==> src/rtl/mis_defs.svh <==
// Constants for the instruction subset unit: opcodes, flag positions, widths.
// Included by the package and every design file; definitions only.
`ifndef MIS_DEFS_SVH
`define MIS_DEFS_SVH
`define MIS_DW 8
`define MIS_AW 8
`define MIS_PW 16
`define MIS_PAW 12
`define MIS_OP_W 5
`define MIS_OP_NOP 5'h00
`define MIS_OP_INC_SKIP_ACC 5'h01
`define MIS_OP_SKIP_BIT_NZ 5'h02
`define MIS_OP_SUB_MEM 5'h03
`define MIS_OP_SUB_TO_MEM 5'h04
`define MIS_OP_SUB_IMM 5'h05
`define MIS_OP_SWAP 5'h06
`define MIS_OP_SWAP_ACC 5'h07
`define MIS_OP_SKIP_NIL 5'h08
`define MIS_OP_COPY_SKIP 5'h09
`define MIS_OP_SKIP_BIT_Z 5'h0a
`define MIS_OP_TAB_CUR 5'h0b
`define MIS_OP_TAB_LAST 5'h0c
`define MIS_OP_XOR_MEM 5'h0d
`define MIS_OP_XOR_TO_MEM 5'h0e
`define MIS_OP_XOR_IMM 5'h0f
`define MIS_FLAG_C 0
`define MIS_FLAG_HC 1
`define MIS_FLAG_Z 2
`define MIS_FLAG_OV 3
`define MIS_FLAGS_W 4
`define MIS_NIB 4
`define MIS_ONE 8'h01
`define MIS_ZERO 8'h00
`define MIS_ACC_RST 8'h00
`define MIS_FLAGS_RST 4'h0
`define MIS_TABLE_HIGH_LATCH_RST 8'h00
`define MIS_LAST_PAGE 4'hf
`endif

==> src/rtl/mis_pkg.sv <==
// Types shared by the instruction subset unit.
// Assumes mis_defs.svh is on the include path.
`include "mis_defs.svh"
package mis_pkg;
    typedef logic [`MIS_OP_W-1:0] mis_op_type;
    typedef struct packed {
        mis_op_type op;
        logic [`MIS_AW-1:0] addr;
        logic [2:0] bit_sel;
        logic [`MIS_DW-1:0] imm;
    } mis_instr_type;
    typedef struct packed {
        logic [`MIS_DW-1:0] acc;
        logic [`MIS_FLAGS_W-1:0] flags;
    } mis_state_type;
endpackage

==> src/rtl/mis_core.sv <==
// Execution unit for a subset of an 8-bit instruction set.
// Assumes a sequencer hands one decoded instruction per START pulse and honours SKIP.
// Operation
// - Increment-skip-to-acc: acc gets byte plus one, skip when zero, memory kept.
// - Bit-nonzero skip: skip next when selected bit is one.
// - Conditional skips take three cycles when the skip is taken, with dummy inserted during fetch.
// - Subtract memory: acc becomes acc minus memory byte.
// - Subtract into memory: acc minus byte written to that byte.
// - Subtract immediate: acc becomes acc minus immediate constant.
// - Carry cleared on borrow, set when result zero or positive.
// - Every subtraction updates overflow, zero, half carry and carry flags.
// - Nibble exchange swaps the byte's nibbles in place, flags unchanged.
// - Nibble exchange to acc: swapped byte into acc, memory untouched.
// - Byte-zero skip: skip next when whole byte is zero.
// - Copy-then-skip: load byte into acc, skip when it is zero.
// - Bit-zero skip: skip next when selected bit is zero.
// - Current-page table read: low byte to memory, high byte to latch.
// - Last-page table read: same, word taken from the last page.
// - Exclusive-OR memory: acc gets acc xor byte, only zero flag.
// - Exclusive-OR into memory: result to byte, only zero flag.
// - Exclusive-OR immediate: acc gets acc xor immediate, only zero flag.
`include "mis_defs.svh"
module mis_core #(
    parameter int PAW = `MIS_PAW
) (
    // Clock and reset
    input wire logic CLK,
    input wire logic NRST,
    // Instruction in
    input wire logic START,
    input wire mis_pkg::mis_instr_type INSTR,
    input wire logic [`MIS_DW-1:0] TABLE_POINTER,
    // Program memory read
    output logic [PAW-1:0] PMEM_ADDR,
    output logic PMEM_RD,
    input wire logic [`MIS_PW-1:0] PMEM_DATA,
    // Status
    output logic BUSY,
    output logic DONE,
    output logic SKIP,
    output logic DUMMY,
    output logic [`MIS_DW-1:0] ACC,
    output logic [`MIS_FLAGS_W-1:0] FLAGS,
    output logic [`MIS_DW-1:0] TABLE_HIGH_LATCH,
    // Memory write echo
    output logic MEM_WE,
    output logic [`MIS_AW-1:0] MEM_WADDR,
    output logic [`MIS_DW-1:0] MEM_WDATA
);
    typedef enum logic [2:0] {IDLE, READ, EXEC, PFETCH, PWRITE, SKIPCYC} mis_fsm_type;
    mis_fsm_type state_q;
    mis_pkg::mis_instr_type ins_q;
    logic [`MIS_DW-1:0] rdata;
    logic [`MIS_DW-1:0] diff;
    logic [`MIS_FLAGS_W-1:0] sub_flags;
    logic [`MIS_DW-1:0] xor_res;
    logic [`MIS_DW-1:0] swap_res;
    logic [`MIS_DW-1:0] inc_res;
    logic [`MIS_DW-1:0] b_op;
    logic skip_d;
    logic mem_we_d;
    logic [`MIS_DW-1:0] mem_wdata_d;
    logic is_imm;
    logic [PAW-1:0] page_base;
    logic [`MIS_AW-1:0] rd_addr;
    logic is_tab;
    logic finish_d;

    assign is_imm = (ins_q.op == `MIS_OP_SUB_IMM) || (ins_q.op == `MIS_OP_XOR_IMM);
    assign b_op = is_imm ? ins_q.imm : rdata;
    assign is_tab = (ins_q.op == `MIS_OP_TAB_CUR) || (ins_q.op == `MIS_OP_TAB_LAST);
    // A refused START must not disturb the operand read of a running op
    assign rd_addr = (START && state_q == IDLE) ? INSTR.addr : ins_q.addr;
    // Last cycle of every op; taken skips and table reads run past EXEC
    assign finish_d = (state_q == PWRITE) || (state_q == SKIPCYC)
        || (state_q == EXEC && !skip_d && !is_tab);

    mis_dmem #(
        .AW(`MIS_AW),
        .DW(`MIS_DW)
    ) u_dmem (
        .clk(CLK),
        .raddr(rd_addr),
        .rdata(rdata),
        .we(mem_we_d),
        .waddr(ins_q.addr),
        .wdata(mem_wdata_d)
    );

    mis_alu u_alu (
        .a(ACC),
        .b(b_op),
        .diff(diff),
        .sub_flags(sub_flags),
        .xor_res(xor_res),
        .swap_res(swap_res),
        .inc_res(inc_res)
    );

    // Skip decision and memory write, resolved in EXEC; table reads write memory in PWRITE
    always_comb begin
        skip_d = 1'b0;
        mem_we_d = 1'b0;
        mem_wdata_d = `MIS_ZERO;
        if (state_q == EXEC) begin
            unique case (ins_q.op)
                `MIS_OP_INC_SKIP_ACC: skip_d = (inc_res == `MIS_ZERO);
                `MIS_OP_SKIP_BIT_NZ: skip_d = rdata[ins_q.bit_sel];
                `MIS_OP_SKIP_NIL: skip_d = (rdata == `MIS_ZERO);
                `MIS_OP_COPY_SKIP: skip_d = (rdata == `MIS_ZERO);
                `MIS_OP_SKIP_BIT_Z: skip_d = ~rdata[ins_q.bit_sel];
                `MIS_OP_SUB_TO_MEM: begin
                    mem_we_d = 1'b1;
                    mem_wdata_d = diff;
                end
                `MIS_OP_SWAP: begin
                    mem_we_d = 1'b1;
                    mem_wdata_d = swap_res;
                end
                `MIS_OP_XOR_TO_MEM: begin
                    mem_we_d = 1'b1;
                    mem_wdata_d = xor_res;
                end
                default: ;
            endcase
        end else if (state_q == PWRITE) begin
            mem_we_d = 1'b1;
            mem_wdata_d = PMEM_DATA[`MIS_DW-1:0];
        end
    end

    // Sequencer; reads take a cycle because memory data are registered
    always_ff @(posedge CLK or negedge NRST) begin
        if (!NRST) begin
            state_q <= IDLE;
            ins_q <= '0;
        end else begin
            unique case (state_q)
                IDLE: if (START) begin
                    ins_q <= INSTR;
                    state_q <= READ;
                end
                READ: state_q <= EXEC;
                EXEC: begin
                    if (is_tab) begin
                        state_q <= PFETCH;
                    end else if (skip_d) begin
                        state_q <= SKIPCYC;
                    end else begin
                        state_q <= IDLE;
                    end
                end
                PFETCH: state_q <= PWRITE;
                PWRITE: state_q <= IDLE;
                SKIPCYC: state_q <= IDLE;
                default: state_q <= IDLE;
            endcase
        end
    end

    // Accumulator
    always_ff @(posedge CLK or negedge NRST) begin
        if (!NRST) begin
            ACC <= `MIS_ACC_RST;
        end else if (state_q == EXEC) begin
            unique case (ins_q.op)
                `MIS_OP_INC_SKIP_ACC: ACC <= inc_res;
                `MIS_OP_SUB_MEM: ACC <= diff;
                `MIS_OP_SUB_IMM: ACC <= diff;
                `MIS_OP_SWAP_ACC: ACC <= swap_res;
                `MIS_OP_COPY_SKIP: ACC <= rdata;
                `MIS_OP_XOR_MEM: ACC <= xor_res;
                `MIS_OP_XOR_IMM: ACC <= xor_res;
                default: ;
            endcase
        end
    end

    // Status flags; swaps and skips leave them alone
    always_ff @(posedge CLK or negedge NRST) begin
        if (!NRST) begin
            FLAGS <= `MIS_FLAGS_RST;
        end else if (state_q == EXEC) begin
            unique case (ins_q.op)
                `MIS_OP_SUB_MEM, `MIS_OP_SUB_TO_MEM, `MIS_OP_SUB_IMM: FLAGS <= sub_flags;
                `MIS_OP_XOR_MEM, `MIS_OP_XOR_TO_MEM, `MIS_OP_XOR_IMM:
                    FLAGS[`MIS_FLAG_Z] <= (xor_res == `MIS_ZERO);
                default: ;
            endcase
        end
    end

    // Last page all ones
    // Current page is the page of the previous table read
    assign page_base = (ins_q.op == `MIS_OP_TAB_LAST)
        ? {{(PAW-`MIS_DW){1'b1}}, {`MIS_DW{1'b0}}}
        : {PMEM_ADDR[PAW-1:`MIS_DW], {`MIS_DW{1'b0}}};

    // Program memory port and table-high latch
    always_ff @(posedge CLK or negedge NRST) begin
        if (!NRST) begin
            PMEM_ADDR <= '0;
            PMEM_RD <= 1'b0;
            TABLE_HIGH_LATCH <= `MIS_TABLE_HIGH_LATCH_RST;
        end else begin
            PMEM_RD <= 1'b0;
            if (state_q == EXEC && is_tab) begin
                PMEM_ADDR <= page_base | {{(PAW-`MIS_DW){1'b0}}, TABLE_POINTER};
                PMEM_RD <= 1'b1;
            end
            if (state_q == PWRITE) begin
                TABLE_HIGH_LATCH <= PMEM_DATA[`MIS_PW-1:`MIS_DW];
            end
        end
    end

    // Handshake; BUSY is low exactly while idle
    always_ff @(posedge CLK or negedge NRST) begin
        if (!NRST) begin
            BUSY <= 1'b0;
            DONE <= 1'b0;
        end else begin
            BUSY <= (state_q == IDLE) ? START : !finish_d;
            DONE <= finish_d;
        end
    end

    always_ff @(posedge CLK or negedge NRST) begin
        if (!NRST) begin
            SKIP <= 1'b0;
            DUMMY <= 1'b0;
        end else begin
            SKIP <= (state_q == EXEC) && skip_d;
            DUMMY <= (state_q == SKIPCYC);
        end
    end

    // Write echo
    always_ff @(posedge CLK or negedge NRST) begin
        if (!NRST) begin
            MEM_WE <= 1'b0;
            MEM_WADDR <= '0;
            MEM_WDATA <= `MIS_ZERO;
        end else begin
            MEM_WE <= mem_we_d;
            MEM_WADDR <= ins_q.addr;
            MEM_WDATA <= mem_wdata_d;
        end
    end
endmodule

==> src/rtl/mis_alu.sv <==
// Combinational datapath: subtraction with flags, exclusive-OR, swap, increment.
// Pure function of its inputs; the caller registers all results.
`include "mis_defs.svh"
module mis_alu (
    // Operands
    input wire logic [`MIS_DW-1:0] a,
    input wire logic [`MIS_DW-1:0] b,
    // Results
    output logic [`MIS_DW-1:0] diff,
    output logic [`MIS_FLAGS_W-1:0] sub_flags,
    output logic [`MIS_DW-1:0] xor_res,
    output logic [`MIS_DW-1:0] swap_res,
    output logic [`MIS_DW-1:0] inc_res
);
    logic [`MIS_DW:0] wide;
    logic [`MIS_NIB:0] low;
    always_comb begin
        wide = {1'b0, a} - {1'b0, b};
        low = {1'b0, a[`MIS_NIB-1:0]} - {1'b0, b[`MIS_NIB-1:0]};
        diff = wide[`MIS_DW-1:0];
        sub_flags[`MIS_FLAG_C] = ~wide[`MIS_DW];
        sub_flags[`MIS_FLAG_HC] = ~low[`MIS_NIB];
        sub_flags[`MIS_FLAG_OV] = (a[`MIS_DW-1] ^ b[`MIS_DW-1])
            & (a[`MIS_DW-1] ^ wide[`MIS_DW-1]);
        sub_flags[`MIS_FLAG_Z] = (wide[`MIS_DW-1:0] == `MIS_ZERO);
        xor_res = a ^ b;
        swap_res = {b[`MIS_NIB-1:0], b[`MIS_DW-1:`MIS_NIB]};
        inc_res = b + `MIS_ONE;
    end
endmodule

==> src/rtl/mis_dmem.sv <==
// Small data memory: one write port, one read port with registered read data.
// Read data appear the cycle after the address is presented.
`include "mis_defs.svh"
module mis_dmem #(
    parameter int AW = `MIS_AW,
    parameter int DW = `MIS_DW
) (
    // Clock
    input wire logic clk,
    // Read port
    input wire logic [AW-1:0] raddr,
    output logic [DW-1:0] rdata,
    // Write port
    input wire logic we,
    input wire logic [AW-1:0] waddr,
    input wire logic [DW-1:0] wdata
);
    logic [DW-1:0] mem [0:(1<<AW)-1];
    always_ff @(posedge clk) begin
        if (we) begin
            mem[waddr] <= wdata;
        end
    end
    always_ff @(posedge clk) begin
        rdata <= mem[raddr];
    end
endmodule

==> config.mk <==
export PLATFORM = sky130hd
export DESIGN_NAME = mis_core
export DESIGN_NICKNAME = d
export VERILOG_FILES = /design/src/rtl/mis_pkg.sv /design/src/rtl/mis_core.sv /design/src/rtl/mis_alu.sv /design/src/rtl/mis_dmem.sv
export VERILOG_INCLUDE_DIRS = /design/src /design/src/rtl
export SDC_FILE = /design/constraint.sdc
export NUM_CORES = 2
export LEC_CHECK = 0
export ABC_AREA = 1
export BUFFER_PORTS_ARGS = -buffer_cell sky130_fd_sc_hd__buf_2
export CORE_ASPECT_RATIO = 2
export CORE_MARGIN = 2
export CORE_UTILIZATION = 30
export DETAILED_ROUTE_END_ITERATION = 12
export PLACE_DENSITY = 0.43
export SLEW_MARGIN = 20
export SYNTH_ARGS = -nofsm -noshare
export SYNTH_HDL_FRONTEND = slang
export SYNTH_HIERARCHICAL = 1
export SYNTH_SLANG_ARGS = --single-unit
==> constraint.sdc <==
create_clock -name CLK -period 42.1 [get_ports CLK]
set_input_delay 2.105 -clock CLK [delete_from_list [all_inputs] [get_ports CLK]]
set_output_delay 2.105 -clock CLK [all_outputs]
set_load 0.05 [all_outputs]
==> results.txt <==
netlist area before placement = 0.0879 sq mm
first-pass GRT wire length = 427 mm
placer's final routability congestion estimate = 0.873
distinct cell type count of the synthesized netlist = 40
number of non-filler instances in the completed layout = 11.4k
overall global routing resource usage = 0.197
transition time at the pin with the least slew margin = 1.24 ns
Max H-tree Level = 4
hold crit path type = reg2reg
end point of the worst hold path = FLAGS[0]
Comb power frac = 0.414
area growth from synthesis to layout = 11.3%
clock edge transition at the registers on the reported setup and hold paths = 0.07 ns
total CTS buffers = 193
Core Util, Final = 0.335
leakage power total = 34.1 nW
Crit Path Category = in2reg
number of antenna violations at the first check in global routing = 11
WHS Path Cells = 2
NetSw = 3.17 mW
count of final max-slew check failures = 0
NumNets Final = 7530
MaxCap Viol Count = 0
CTS tree = done
Power, Total = 7.27 mW
placed cell area = 0.0917 sq mm
setup-violating endpoint count in the final report = 0
maximum fanout encountered on the critical timing path = 96
sum of negative setup slack = 0 ns
r2r startpoint = state_q[2]
number of nets with antenna violations after detailed routing = 0
arrival time of data at the critical path endpoint = 8.47 ns
syn avg cell area = 11.6 sq um
via count = 57.8k
core outline area = 0.292 sq mm
Peak VDD IR = 0.0679 mV
depth of the worst register-to-register path = 19
critical path data required time = 42.84 ns
cell internal pwr = 4.10 mW
portion of the post-synthesis area used by sequential elements = 0.724
max_slew headroom = 0.170
commonest cells in the synthesized netlist = sky130_fd_sc_hd__nand2_1 (2289), sky130_fd_sc_hd__nand3_1 (2070), sky130_fd_sc_hd__edfxtp_1 (2048)
most used flip-flop cell after synthesis = sky130_fd_sc_hd__edfxtp_1
highest achievable clock rate = 129 MHz
sequential power share = 0.341
endpoint of the most critical register-to-register path = u_dmem/rdata[4]
final worst path period need = 7.74 ns
I/O pins = 105
1st-iter DRT viols = 4455
CTS Hold Buffers Added = 0
WHS = 0.479 ns
Pre-Repair DR Iteration Count = 6
largest net degree at the start of global routing = 196
sum of overflow across all layers after global routing = 0
clock sink total = 2134
setup repair after global routing missed its margin = no
post-detailed-route wirelength per cell = 26.3 um
reg2reg setup slack = 34.86 ns
cell chosen for the clock root = sky130_fd_sc_hd__clkbuf_16
sum of routed wire length over all layers = 300 mm
Power per Cell Area = 74.3 mW/mm^2
Synthesized Nets = 7636
DRC = 0
most numerous cell in the Yosys netlist = sky130_fd_sc_hd__nand2_1
worst setup slack before clock tree synthesis = 33.48 ns
share of async-settable or async-resettable flops after synthesis = 0.0366
number of instances resized during post-cts repair = 0
maximum clock skew at final layout = 0.0460 ns
Die Footprint = 0.298 sq mm
min setup slack post-route = 34.36 ns
proportion of netlist area held by the largest area contributor = 0.700
initial core utilization = 0.301
Gate Count Post-Synth = 7575
count of input and output buffers = 104
run status = finished, final reports clean
clock network fraction of design power = 0.245
Rows = 281
detailed-route vias per instance = 5.05
Post-Layout Inst Area = 0.0979 sq mm
number of placed instances, taps included = 11.1k
insertion delay of the later-clocked pin in the worst-skew pair = 0.88 ns
sum of net half-perimeters after detailed placement = 181 mm
area leader, netlist = sky130_fd_sc_hd__edfxtp_1
clock tree buffer depth = 4
final cycle utilization of the critical path = 0.184
Die Span Y = 770 um
setup bufs post-CTS = 0
fraction of layout instances using a drive strength above 1 = 0.0737
overall die width = 387 um
Startpoint Class = input pin
top post-synthesis cells by area = sky130_fd_sc_hd__edfxtp_1 (70%), sky130_fd_sc_hd__nand3_1 (12%), sky130_fd_sc_hd__nand2_1 (9.8%), sky130_fd_sc_hd__dfrtp_1 (2.2%), sky130_fd_sc_hd__buf_2 (1.5%)
total of flip-flops plus latches after synthesis = 2134
number of global-route vias before repair = 57.9k
worst hold path startpoint = FLAGS[0]
count of flip-flops with a built-in enable after synthesis = 2048
number of warnings printed during yosys synthesis = 6
switching power share of the total = 0.436
Final Hold Viols = 0
critical path capture point type = register
==> critical path: stages <==
cell and delay (ns):
sky130_fd_sc_hd__buf_2 0.11, sky130_fd_sc_hd__nand2_2 0.05, sky130_fd_sc_hd__buf_4 0.45, sky130_fd_sc_hd__mux2_8 0.59
sky130_fd_sc_hd__inv_8 0.57, sky130_fd_sc_hd__buf_4 0.66, sky130_fd_sc_hd__buf_4 0.75, sky130_fd_sc_hd__buf_4 0.80
sky130_fd_sc_hd__nand3_1 0.37, sky130_fd_sc_hd__nand3_1 0.20, sky130_fd_sc_hd__nand3_1 0.09, sky130_fd_sc_hd__nand3_1 0.15
sky130_fd_sc_hd__nand3_1 0.27, sky130_fd_sc_hd__nand3_1 0.45, sky130_fd_sc_hd__nand2_1 0.15, sky130_fd_sc_hd__nand2_1 0.25
sky130_fd_sc_hd__nand2_1 0.08
==> how the worst max path moves through the flow <==
stage                         start               end
after floorplan           ins_q[23]  u_dmem/mem[0][6]
after global placement        START   u_dmem/rdata[2]
after detailed placement      START   u_dmem/rdata[3]
after CTS                     START   u_dmem/rdata[3]
after global routing          START   u_dmem/rdata[6]
final                         START   u_dmem/rdata[4]
==> layout make-up <==
type	count	area, sq um
Fill cell	28900	194000
Sequential cell	2134	63600
Multi-Input combinational cell	4814	21400
Clock buffer	241	5190
Tap cell	3820	4780
Timing Repair Buffer	201	1410
Clock inverter	102	940
Inverter	125	505
Antenna cell	6	15.0
==> registers in the layout, summed over array words and instances, names as in the netlist, 8 cells and up <==
name,cells
ins_q,24
MEM_WADDR,8
PMEM_ADDR,9
TABLE_HIGH_LATCH,8
u_dmem/rdata,8
u_dmem/mem,2048
ACC,8
MEM_WDATA,8
==> cells in the final DEF (no fill, tap or decap), drive strengths merged <==
master	netlist	final
a21oi	16	16
and2	1	1
buf	388	201
bufinv	0	17
clkbuf	114	241
clkinv	0	74
clkinvlp	0	6
dfrtp	78	78
dfxtp	8	8
diode	0	6
edfxtp	2048	2048
fa	1	1
ha	9	9
inv	125	130
mux2	25	25
nand2	2298	2298
nand3	2073	2073
nand4	4	4
nor2	338	338
nor3	4	4
nor4	2	2
o21a	1	1
o21ai	31	31
o21bai	1	1
o31ai	1	1
xnor2	1	1
xor2	8	8
==> power by group through the flow <==
stage               registers (mW)  clock network (mW)  logic [mW]
global placement              2.52                   0        3.05
CTS                           2.48                1.83        3.05
detailed placement            2.52                   0        3.04
global route                  2.48                1.89        3.24
floorplan                     2.60                   0        1.81
finish                        2.48                1.78        3.01
==> cells by family after synthesis <==
| group | share of synthesized area |
|---|---|
| simple gates | 0.233 |
| compound gates | 0.00319 |
| flops | 0.724 |
| buf+inv | 0.0349 |
| mux | 0.00320 |
| xor+xnor | 0.000982 |
| fa+ha+maj | 0.00151 |
==> routing by layer <==
metal  routed length (um)  up-vias  GRT usage
met5                   39        -          0
met4                19000        6      0.113
met3                11300      560     0.0191
met2               161000     1578      0.371
met1               109000    29300      0.214
li1                     -    26400          -
No activity file was read; power rests on OpenSTA's default activity.
